## config.mk

```make
export PLATFORM = sky130hd
export DESIGN_NAME = perf_event_counter_select
export DESIGN_NICKNAME = d
export VERILOG_FILES = /design/src/verilog/pec_pkg.sv /design/src/verilog/perf_event_counter_select.sv /design/src/verilog/bus_tick_divider.sv /design/src/verilog/dcu_prefetch_retry.sv
export VERILOG_INCLUDE_DIRS = /design/src /design/src/verilog
export SDC_FILE = /design/constraint.sdc
export NUM_CORES = 1
export LEC_CHECK = 0
export BUFFER_PORTS_ARGS = -buffer_cell sky130_fd_sc_hd__buf_2
export CORE_MARGIN = 5
export CORE_UTILIZATION = 36
export CTS_CLUSTER_DIAMETER = 120
export DETAILED_ROUTE_END_ITERATION = 10
export MAX_ROUTING_LAYER = met4
export PLACE_DENSITY_LB_ADDON = 0.15
export SYNTH_ARGS = -nofsm -noshare
export SYNTH_HDL_FRONTEND = slang
export SYNTH_SLANG_ARGS = --single-unit
```

## constraint.sdc

```tcl
create_clock -name i_clk -period 15.2 [get_ports i_clk]
set_input_delay 1.52 -clock i_clk [delete_from_list [all_inputs] [get_ports i_clk]]
set_output_delay 1.52 -clock i_clk [all_outputs]
set_load 0.01 [all_outputs]
```

## src/verilog/pec_defs.svh

```systemverilog
// constants for the performance event selection block
`ifndef PEC_DEFS_SVH
`define PEC_DEFS_SVH

// register byte addresses
`define PEC_OFF_SEL       4'h0
`define PEC_OFF_CNT       4'h4
`define PEC_OFF_STATUS    4'h8

// event select register field positions
`define PEC_SEL_CODE_LSB  0
`define PEC_SEL_UMASK_LSB 8
`define PEC_SEL_EN_BIT    22
`define PEC_SEL_INVERT_BIT 23
`define PEC_SEL_THR_LSB   24

// reset values
`define PEC_RST_CODE      8'h00
`define PEC_RST_UMASK     8'h00
`define PEC_RST_THR       8'h00

// event codes and unit masks
`define PEC_EV_REFUSE     8'h30
`define PEC_EV_L2_IDLE    8'h32
`define PEC_EV_UNHALTED   8'h3c
`define PEC_EV_PF_REQ     8'h4f
`define PEC_EV_BUS_SNOOP  8'h77
`define PEC_EV_SIB_SNOOP  8'h78
`define PEC_EV_BUS_IDLE   8'h7d
`define PEC_UM_00         8'h00
`define PEC_UM_01         8'h01
`define PEC_UM_02         8'h02

// external snoop response codes
`define PEC_RESP_NONE     2'h0
`define PEC_RESP_CLEAN    2'h1
`define PEC_RESP_HIT      2'h2
`define PEC_RESP_HIT_MOD  2'h3

// width of the per-cycle dispatched micro-op count
`define PEC_UOP_W         3

`endif

```

## src/verilog/pec_pkg.sv

```systemverilog
// types shared by the performance event selection block
package pec_pkg;
    // which condition the selection registers currently pick
    typedef enum logic [3:0] {
        EV_NONE,
        EV_REFUSE,
        EV_L2_IDLE,
        EV_CORE_CYC,
        EV_REF_CYC,
        EV_SERIAL_CYC,
        EV_PF_REQ,
        EV_SIB_SNOOP,
        EV_BUS_IDLE,
        EV_BUS_SNOOP,
        EV_UOP_DISP
    } event_kind_e;

    // prefetch request sequencer
    typedef enum logic {
        PF_IDLE,
        PF_RETRY
    } pf_state_e;

    typedef logic [1:0] snoop_resp_t;
endpackage : pec_pkg

```

## src/verilog/perf_event_counter_select.sv

```systemverilog
// event selection, qualification and counting for one core counter
//
// What this block does
// - code 30H counts second level refusal cycles
// - code 32H counts cycles with no second-level request
// - 3C/00H counts core cycles while unhalted
// - 3C/01H counts bus cycles while unhalted
// - 3C/02H counts bus cycles, sibling halted, self running
// - 4FH/00H counts first level prefetch requests
// - refused prefetch requests are reissued, not dropped
// - 78H/01H counts sibling snoops of data cache that miss or write a read-only line
// - snoops use store port, stalling stores
// - 7DH/00H counts bus cycles with nothing outstanding
// - 77H/00H counts clean, hit, hit-modified responses
// - dispatch event, invert, threshold 1: idle cycles
// - dispatch event, threshold 1: cycles dispatching
// - core active when unhalted or being snooped
// - unhalted cycle events stop while halted, even snooped
`timescale 1ns/1ps
`default_nettype none
`include "pec_defs.svh"
module perf_event_counter_select #(
    parameter int         CNT_W     = 32,   // counter width, at most 32
    parameter int         BUS_RATIO = 4,    // core cycles per bus cycle
    parameter logic [7:0] UOP_CODE  = 8'ha0 // micro-op dispatch event code
) (
    input  wire logic                   i_clk,           // core clock
    input  wire logic                   i_rst,           // async reset
    input  wire logic [3:0]             i_addr,          // register address
    input  wire logic [31:0]            i_wdata,         // write data
    input  wire logic                   i_wr,            // write strobe
    input  wire logic                   i_rd,            // read strobe
    output logic      [31:0]            o_rdata,         // read data
    input  wire logic                   i_core_halted,   // core in halt
    input  wire logic                   i_snooped,       // core snooped
    input  wire logic                   i_sibling_halted,// other core halted
    input  wire logic                   i_l2_refuse,     // l2 refuses access
    input  wire logic                   i_l1_req,        // l1 request to l2
    input  wire logic                   i_pf_want,       // l1 wants prefetch
    output logic                        o_pf_ready,      // prefetch accepted
    output logic                        o_pf_req,        // prefetch to l2
    input  wire logic                   i_sib_snoop,     // sibling snoop
    input  wire logic                   i_sib_miss,      // line absent there
    input  wire logic                   i_sib_write_ro,  // write to ro line
    input  wire logic                   i_store_req,     // store wants port
    output logic                        o_store_grant,   // store uses port
    output logic                        o_store_snoop,   // snoop uses port
    input  wire logic                   i_bus_pending,   // bus txn waiting
    input  wire pec_pkg::snoop_resp_t   i_snoop_resp,    // ext snoop answer
    input  wire logic [`PEC_UOP_W-1:0]  i_uops,          // uops dispatched
    output logic                        o_core_active,   // core is active
    output logic                        o_bus_tick       // bus clock enable
);
    import pec_pkg::*;

    typedef struct packed {
        logic [7:0]       code;
        logic [7:0]       umask;
        logic             enable;
        logic             invert;
        logic [7:0]       thresh;
        logic [CNT_W-1:0] count;
        logic [31:0]      rdata;
    } pec_s;

    pec_s s_q;
    pec_s s_d;

    logic        pf_issue_w;
    logic        pf_new_w;
    logic        active_w;
    logic        unhalted_w;
    logic        snoop_use_w;
    logic        resp_w;
    event_kind_e kind_w;

    // map the programmed code and unit mask onto one condition
    function automatic event_kind_e decode(input logic [7:0] code,
                                           input logic [7:0] umask,
                                           input logic [7:0] uop_code);
        event_kind_e k;
        k = EV_NONE;
        if (code == uop_code)
            k = EV_UOP_DISP;
        else
        begin
            case (code)
                `PEC_EV_REFUSE:  k = EV_REFUSE;
                `PEC_EV_L2_IDLE: k = EV_L2_IDLE;
                `PEC_EV_UNHALTED:
                begin
                    case (umask)
                        `PEC_UM_00: k = EV_CORE_CYC;
                        `PEC_UM_01: k = EV_REF_CYC;
                        `PEC_UM_02: k = EV_SERIAL_CYC;
                        default:    k = EV_NONE;
                    endcase
                end
                `PEC_EV_PF_REQ:
                    k = (umask == `PEC_UM_00) ? EV_PF_REQ : EV_NONE;
                `PEC_EV_SIB_SNOOP:
                    k = (umask == `PEC_UM_01) ? EV_SIB_SNOOP : EV_NONE;
                `PEC_EV_BUS_IDLE:
                    k = (umask == `PEC_UM_00) ? EV_BUS_IDLE : EV_NONE;
                `PEC_EV_BUS_SNOOP:
                    k = (umask == `PEC_UM_00) ? EV_BUS_SNOOP : EV_NONE;
                default: k = EV_NONE;
            endcase
        end
        return k;
    endfunction : decode

    bus_tick_divider #(
        .RATIO (BUS_RATIO)
    ) u_div (
        .i_clk  (i_clk),
        .i_rst  (i_rst),
        .o_tick (o_bus_tick)
    );

    prefetch_reissue u_pf (
        .i_clk    (i_clk),
        .i_rst    (i_rst),
        .i_want   (i_pf_want),
        .i_refuse (i_l2_refuse),
        .o_ready  (o_pf_ready),
        .o_issue  (pf_issue_w),
        .o_new    (pf_new_w)
    );

    // a snoop keeps the core active even in halt, but the unhalted
    // cycle events look at halt alone
    assign unhalted_w    = ~i_core_halted;
    assign active_w      = unhalted_w | i_snooped;
    assign o_core_active = active_w;
    assign o_pf_req      = pf_issue_w;
    assign kind_w        = decode(s_q.code, s_q.umask, UOP_CODE);

    // snoops win the store port; the stalled store waits a cycle,
    // which is where the extra store latency comes from
    assign snoop_use_w   = i_sib_snoop;
    assign o_store_snoop = snoop_use_w;
    assign o_store_grant = i_store_req & ~snoop_use_w;

    // snoop answers that count; a missing response is not one
    assign resp_w = (i_snoop_resp == `PEC_RESP_CLEAN) ||
                    (i_snoop_resp == `PEC_RESP_HIT)   ||
                    (i_snoop_resp == `PEC_RESP_HIT_MOD);

    // per-cycle amount, qualification, counting and register access
    always_comb
    begin
        logic [`PEC_UOP_W-1:0] amount;
        logic [`PEC_UOP_W-1:0] step;
        logic                  meets;
        amount = '0;
        step   = '0;
        meets  = 1'b0;
        s_d    = s_q;
        case (kind_w)
            EV_REFUSE:
                amount = {2'b00, i_l2_refuse & active_w};
            EV_L2_IDLE:
                amount = {2'b00, active_w & ~i_l1_req & ~pf_issue_w};
            EV_CORE_CYC:
                amount = {2'b00, unhalted_w};
            EV_REF_CYC:
                amount = {2'b00, unhalted_w & o_bus_tick};
            EV_SERIAL_CYC:
                amount = {2'b00, unhalted_w & i_sibling_halted &
                          o_bus_tick};
            EV_PF_REQ:
                amount = {2'b00, pf_new_w};
            EV_SIB_SNOOP:
                amount = {2'b00, i_sib_snoop &
                          (i_sib_miss | i_sib_write_ro)};
            EV_BUS_IDLE:
                amount = {2'b00, active_w & o_bus_tick &
                          ~i_bus_pending};
            EV_BUS_SNOOP:
                amount = {2'b00, resp_w};
            EV_UOP_DISP:
                amount = active_w ? i_uops : '0;
            default:
                amount = '0;
        endcase
        // a threshold turns an amount into a yes/no per cycle
        if (s_q.thresh == 8'h00)
            step = amount;
        else
        begin
            meets = ({5'b00000, amount} >= s_q.thresh);
            step  = {2'b00, meets ^ s_q.invert};
        end
        // invert must not let the unhalted events run in halt
        if ((kind_w == EV_CORE_CYC || kind_w == EV_REF_CYC ||
             kind_w == EV_SERIAL_CYC) && i_core_halted)
            step = '0;
        if (s_q.enable && kind_w != EV_NONE)
            s_d.count = s_q.count + CNT_W'(step);
        // a software write to the counter wins over counting
        if (i_wr)
        begin
            case (i_addr)
                `PEC_OFF_SEL:
                begin
                    s_d.code   = i_wdata[`PEC_SEL_CODE_LSB +: 8];
                    s_d.umask  = i_wdata[`PEC_SEL_UMASK_LSB +: 8];
                    s_d.enable = i_wdata[`PEC_SEL_EN_BIT];
                    s_d.invert = i_wdata[`PEC_SEL_INVERT_BIT];
                    s_d.thresh = i_wdata[`PEC_SEL_THR_LSB +: 8];
                end
                `PEC_OFF_CNT: s_d.count = i_wdata[CNT_W-1:0];
                default: ;
            endcase
        end
        // read data stand for one cycle only, zero otherwise
        s_d.rdata = 32'h0000_0000;
        if (i_rd)
        begin
            case (i_addr)
                `PEC_OFF_SEL:
                begin
                    s_d.rdata[`PEC_SEL_CODE_LSB +: 8]  = s_q.code;
                    s_d.rdata[`PEC_SEL_UMASK_LSB +: 8] = s_q.umask;
                    s_d.rdata[`PEC_SEL_EN_BIT]         = s_q.enable;
                    s_d.rdata[`PEC_SEL_INVERT_BIT]     = s_q.invert;
                    s_d.rdata[`PEC_SEL_THR_LSB +: 8]   = s_q.thresh;
                end
                `PEC_OFF_CNT:    s_d.rdata = 32'(s_q.count);
                `PEC_OFF_STATUS: s_d.rdata = {28'h0000000, ~o_pf_ready,
                                              i_sibling_halted,
                                              i_core_halted, active_w};
                default:         s_d.rdata = 32'h0000_0000;
            endcase
        end
    end

    // all control state clears on reset
    always_ff @(posedge i_clk or posedge i_rst)
    begin
        if (i_rst)
        begin
            s_q        <= '0;
            s_q.code   <= `PEC_RST_CODE;
            s_q.umask  <= `PEC_RST_UMASK;
            s_q.thresh <= `PEC_RST_THR;
        end
        else
            s_q <= s_d;
    end

    assign o_rdata = s_q.rdata;

    // counting is undisturbed when no register write lands this cycle
    logic free_w;
    logic raw_w;
    assign free_w = s_q.enable && !i_wr;
    assign raw_w  = free_w && (s_q.thresh == 8'h00);
endmodule : perf_event_counter_select
`default_nettype wire

```

## src/verilog/bus_tick_divider.sv

```systemverilog
// divider that gives a one-cycle bus clock enable from the core clock
`timescale 1ns/1ps
`default_nettype none
module bus_tick_divider #(
    parameter int RATIO = 4
) (
    input  wire logic i_clk,  // core clock
    input  wire logic i_rst,  // async reset, high
    output logic      o_tick  // one pulse per bus clock
);
    import pec_pkg::*;

    typedef struct packed {
        logic [7:0] cnt;
    } div_s;

    localparam logic [7:0] LAST = 8'(RATIO - 1);

    div_s s_q;
    div_s s_d;

    // wrap at the ratio so the tick period is exactly RATIO cycles
    always_comb
    begin
        s_d = s_q;
        if (s_q.cnt == LAST)
            s_d.cnt = 8'h00;
        else
            s_d.cnt = s_q.cnt + 8'h01;
    end

    always_ff @(posedge i_clk or posedge i_rst)
    begin
        if (i_rst)
            s_q <= '0;
        else
            s_q <= s_d;
    end

    assign o_tick = (s_q.cnt == LAST);
endmodule : bus_tick_divider
`default_nettype wire

```

## src/verilog/dcu_prefetch_retry.sv

```systemverilog
// sequencer that re-issues refused first-level prefetch requests
`timescale 1ns/1ps
`default_nettype none
module prefetch_reissue (
    input  wire logic i_clk,     // core clock
    input  wire logic i_rst,     // async reset, high
    input  wire logic i_want,    // data cache wants a line prefetched
    input  wire logic i_refuse,  // second level cache busy this cycle
    output logic      o_ready,   // ready to take a new want this cycle
    output logic      o_issue,   // request presented to second level
    output logic      o_new      // first attempt of a request
);
    import pec_pkg::*;

    typedef struct packed {
        pf_state_e st;
    } pf_s;

    pf_s s_q;
    pf_s s_d;

    // one request in flight; later wants wait on o_ready
    assign o_ready = (s_q.st == PF_IDLE);
    assign o_new   = o_ready & i_want;
    assign o_issue = o_new | (s_q.st == PF_RETRY);

    // a refused request stays pending and goes out again next cycle
    always_comb
    begin
        s_d = s_q;
        case (s_q.st)
            PF_IDLE:  s_d.st = (o_new & i_refuse) ? PF_RETRY : PF_IDLE;
            PF_RETRY: s_d.st = i_refuse ? PF_RETRY : PF_IDLE;
            default:  s_d.st = PF_IDLE;
        endcase
    end

    always_ff @(posedge i_clk or posedge i_rst)
    begin
        if (i_rst)
            s_q <= '{st: PF_IDLE};
        else
            s_q <= s_d;
    end
endmodule : prefetch_reissue
`default_nettype wire

```

==> flow_metrics.tcl <==
set metrics [dict create \
    outcome "completed" \
    fp.coreArea_sq_um 15260 \
    slew_viol_final 0 \
    post-route-period-util_pct 43.15 \
    ys_top_cells_by_count "99 x dfrtp_1, 70 x nor2_1, 36 x buf_4, 28 x a21oi_1, 27 x mux2_2" \
    synth_top_area_share_pct 44.12 \
    critPathRequiredTime_ps 15480 \
    max_slew_margin_pct 27.04 \
    chipWidth_microns 134.9 \
    start_kind "flip-flop" \
    ys_async_sr_fraction_pct 100.0 \
    final_antenna_net_count 0 \
    holdCritPathClass "reg -> reg" \
    ctsHoldBuffers 0 \
    fin_nets 684 \
    leakagePower_uw 0.002794 \
    die_area_sq_um 18200 \
    timing.fmax_mhz 152.5 \
    vdd_drop_max_mv 0.06454 \
    crit_arrival_ps 6840 \
    hold_end "u_div.s_q[7]" \
    viasPerCell 5.238 \
    pre_cts_slack_ps 8503 \
    netlist_instances 575 \
    rsz0062_at_grt "false" \
    cts_max_level 3 \
    antenna_cells 0 \
    grt_antenna_before_repair 0 \
    synth_top_area_cell "dfrtp_1" \
    io_buffers 93 \
    drv_cap 0 \
    syn-num-nets 639 \
    dp.cells 820 \
    fin_ws_ps 8641 \
    synth-seq-cells 99 \
    yosysWarnings 0 \
    r2r_slack_ps 8640 \
    grt_max_degree 85 \
    rr_worst_depth 25 \
    power.density_nw_per_um2 113.5 \
    cts_buffer_depth 2 \
    fin_skew_ps 8.356 \
    synth-main-ff-cell "dfrtp_1" \
    synth_most_common_cell "dfrtp_1" \
    wl_per_cell_microns 17.53 \
    crit_path_end_kind "flip-flop" \
    post-cts-setup-buffer-count 0 \
    num_vias 4379 \
    rows 45 \
    cts_buffers 9 \
    rr_endpoint "s_q[58]" \
    cts_tree "built" \
    io_pins 94 \
    ys_top_cells_by_area "dfrtp_1 44%, mux2_2 5.4%, buf_4 4.8%" \
    clockRootBuffer "clkbuf_16" \
    grt_use_total_pct 17.16 \
    grt_pass1_vias 4470 \
    cts.sinks 99 \
    drive_gt1_share_pct 25.76 \
    insertion_delay_ps 360 \
    period_needed_ps 6559 \
    gp_congestion 0.8246 \
    die_h_microns 134.9 \
    drtPass1Iterations 4 \
    start_util_pct 36.80 \
    fin_setup_tns_ps 0 \
    syn_to_final_growth_pct 11.85 \
    ys_seq_area_share_pct 44.12 \
    grt_pass1_wl_mm 23.97 \
    netlist_area_sq_um 5615 \
    drcViolationCount 0 \
    tightest_slew_ps 1094 \
    worstSetupPathType "reg -> reg" \
    critical_path_peak_fanout 8 \
    syn_area_per_cell_sq_um 9.766 \
    drtIter0Drc 269 \
    grt.overflow.total 0 \
    finalSetupViolCount 0 \
    clk_pin_slew_ps 70 \
    hold_depth 1 \
    final_hold_viol_count 0 \
    r2r_start "s_q[75]" \
    final_cells 836 \
    drt-total-wl_mm 14.66 \
    min_from "u_div.s_q[7]" \
    synth_edf_count 0 \
    synth_cell_types 61 \
    dpl.hpwl_mm 10.70 \
    cts-resized-gates 0 \
]
==> metal layers <==
| layer | part of all wire [%] | up-vias | wire length [microns] | global-route usage (%) |
|---|---|---|---|---|
| met5 | 0 | - | 0 | - |
| met4 | 1.6 | 0 | 230 | 4.299 |
| met3 | 3.7 | 19 | 545 | 4.173 |
| met2 | 48 | 84 | 7054 | 27.18 |
| met1 | 47 | 2139 | 6826 | 22.22 |
| li1 | - | 2137 | - | - |
==> layout by cell type (no fill, tap or decap), drive strengths merged, types with 4 or more instances in the layout <==
master | netlist | final
o21ai | 18 | 18
a21oi | 28 | 28
a21o | 4 | 4
a31oi | 11 | 11
or2 | 7 | 7
nor3 | 10 | 10
dfrtp | 99 | 99
o211ai | 8 | 8
a22oi | 23 | 23
nor4 | 7 | 7
o2111ai | 13 | 13
clkinv | 0 | 4
ha | 7 | 7
mux2i | 6 | 6
nor2 | 70 | 70
nor2b | 15 | 15
or3 | 12 | 12
mux2 | 27 | 27
inv | 15 | 16
clkbuf | 23 | 9
or4 | 4 | 4
nand3 | 16 | 16
and3 | 19 | 19
nand4 | 7 | 7
nand2 | 17 | 17
xor2 | 16 | 16
xnor2 | 11 | 11
buf | 41 | 98
and2 | 10 | 10
==> report_power, final <==
group          switching (uW)  total (uW)  internal, uW  leakage (uW)
Combinational            71.8         140          68.1       0.00142
Clock                     103         213           110      0.000131
Sequential               56.3         360           304       0.00125
Total                     231         713           482       0.00279
==> layout make-up <==
class                      count  area [sq um]
timing repair buffer          98         503.0
clock inverter                 7         43.79
multi-input combinational    397          2709
inverter                      15         58.81
tap                          211         264.0
fill                        1556          8977
clock buffer                   9         225.2
sequential                    99          2477
==> stage by stage <==
step / instance area, sq um / power, uW / hold WS, ps / util [%]
after floorplan: 5615 / 459.2 / 436.3 / -
after global placement: 6012 / 503.1 / 462.6 / 39.40
after detailed placement: 6012 / 506.0 / 482.3 / 39.40
after CTS: 6281 / 720.5 / 493.6 / 41.16
after global routing: 6281 / 756.1 / 504.4 / 41.16
final: 6281 / 712.7 / 484.0 / 41.16
==> how the worst max path moves through the flow <==
stage,startpoint,end,slack [ps],depth (start not counted)
6_report,s_q[75],s_q[58],8640,25
3_5_place_dp,i_core_halted,s_q[58],8500,23
5_1_grt,s_q[75],s_q[58],8150,25
4_1_cts,s_q[75],s_q[58],8610,25
3_3_place_gp,i_core_halted,s_q[60],8620,24
2_1_floorplan,i_core_halted,s_q[56],9290,22
==> state kept, by name, summed over array words and instances (netlist names) <==
signal     cells
u_div.s_q      8
u_pf.s_q       1
s_q           58
o_rdata       32
==> kinds of logic after synthesis <==
group / Yosys count / synth area share, %
compound gates: 117 / 14.62
xor+xnor: 27 / 4.211
fa+ha+maj: 8 / 1.916
buf+inv: 79 / 7.910
flops: 99 / 44.12
mux: 33 / 6.484
simple gates: 212 / 20.74
==> critical path: stages (launching register included) <==
cell and delay, ps:
dfrtp_1 470, or4b_4 610, nor4_4 450, nor3_1 110, or4_1 420, o31ai_1 320, a21oi_1 60, and2_1 170
ha_1 260, nand2b_1 130, a21o_1 170, a21oi_1 130, nor2_1 60, xor2_1 130, o21ai_0 90, a21oi_1 170
ha_1 200, inv_1 60, fa_1 400, nor2b_1 130, o21a_1 230, nor4b_1 710, and2_1 290, o2111ai_4 170
or3_1 360, a31oi_1 170
(Power assumes the default switching activity.)
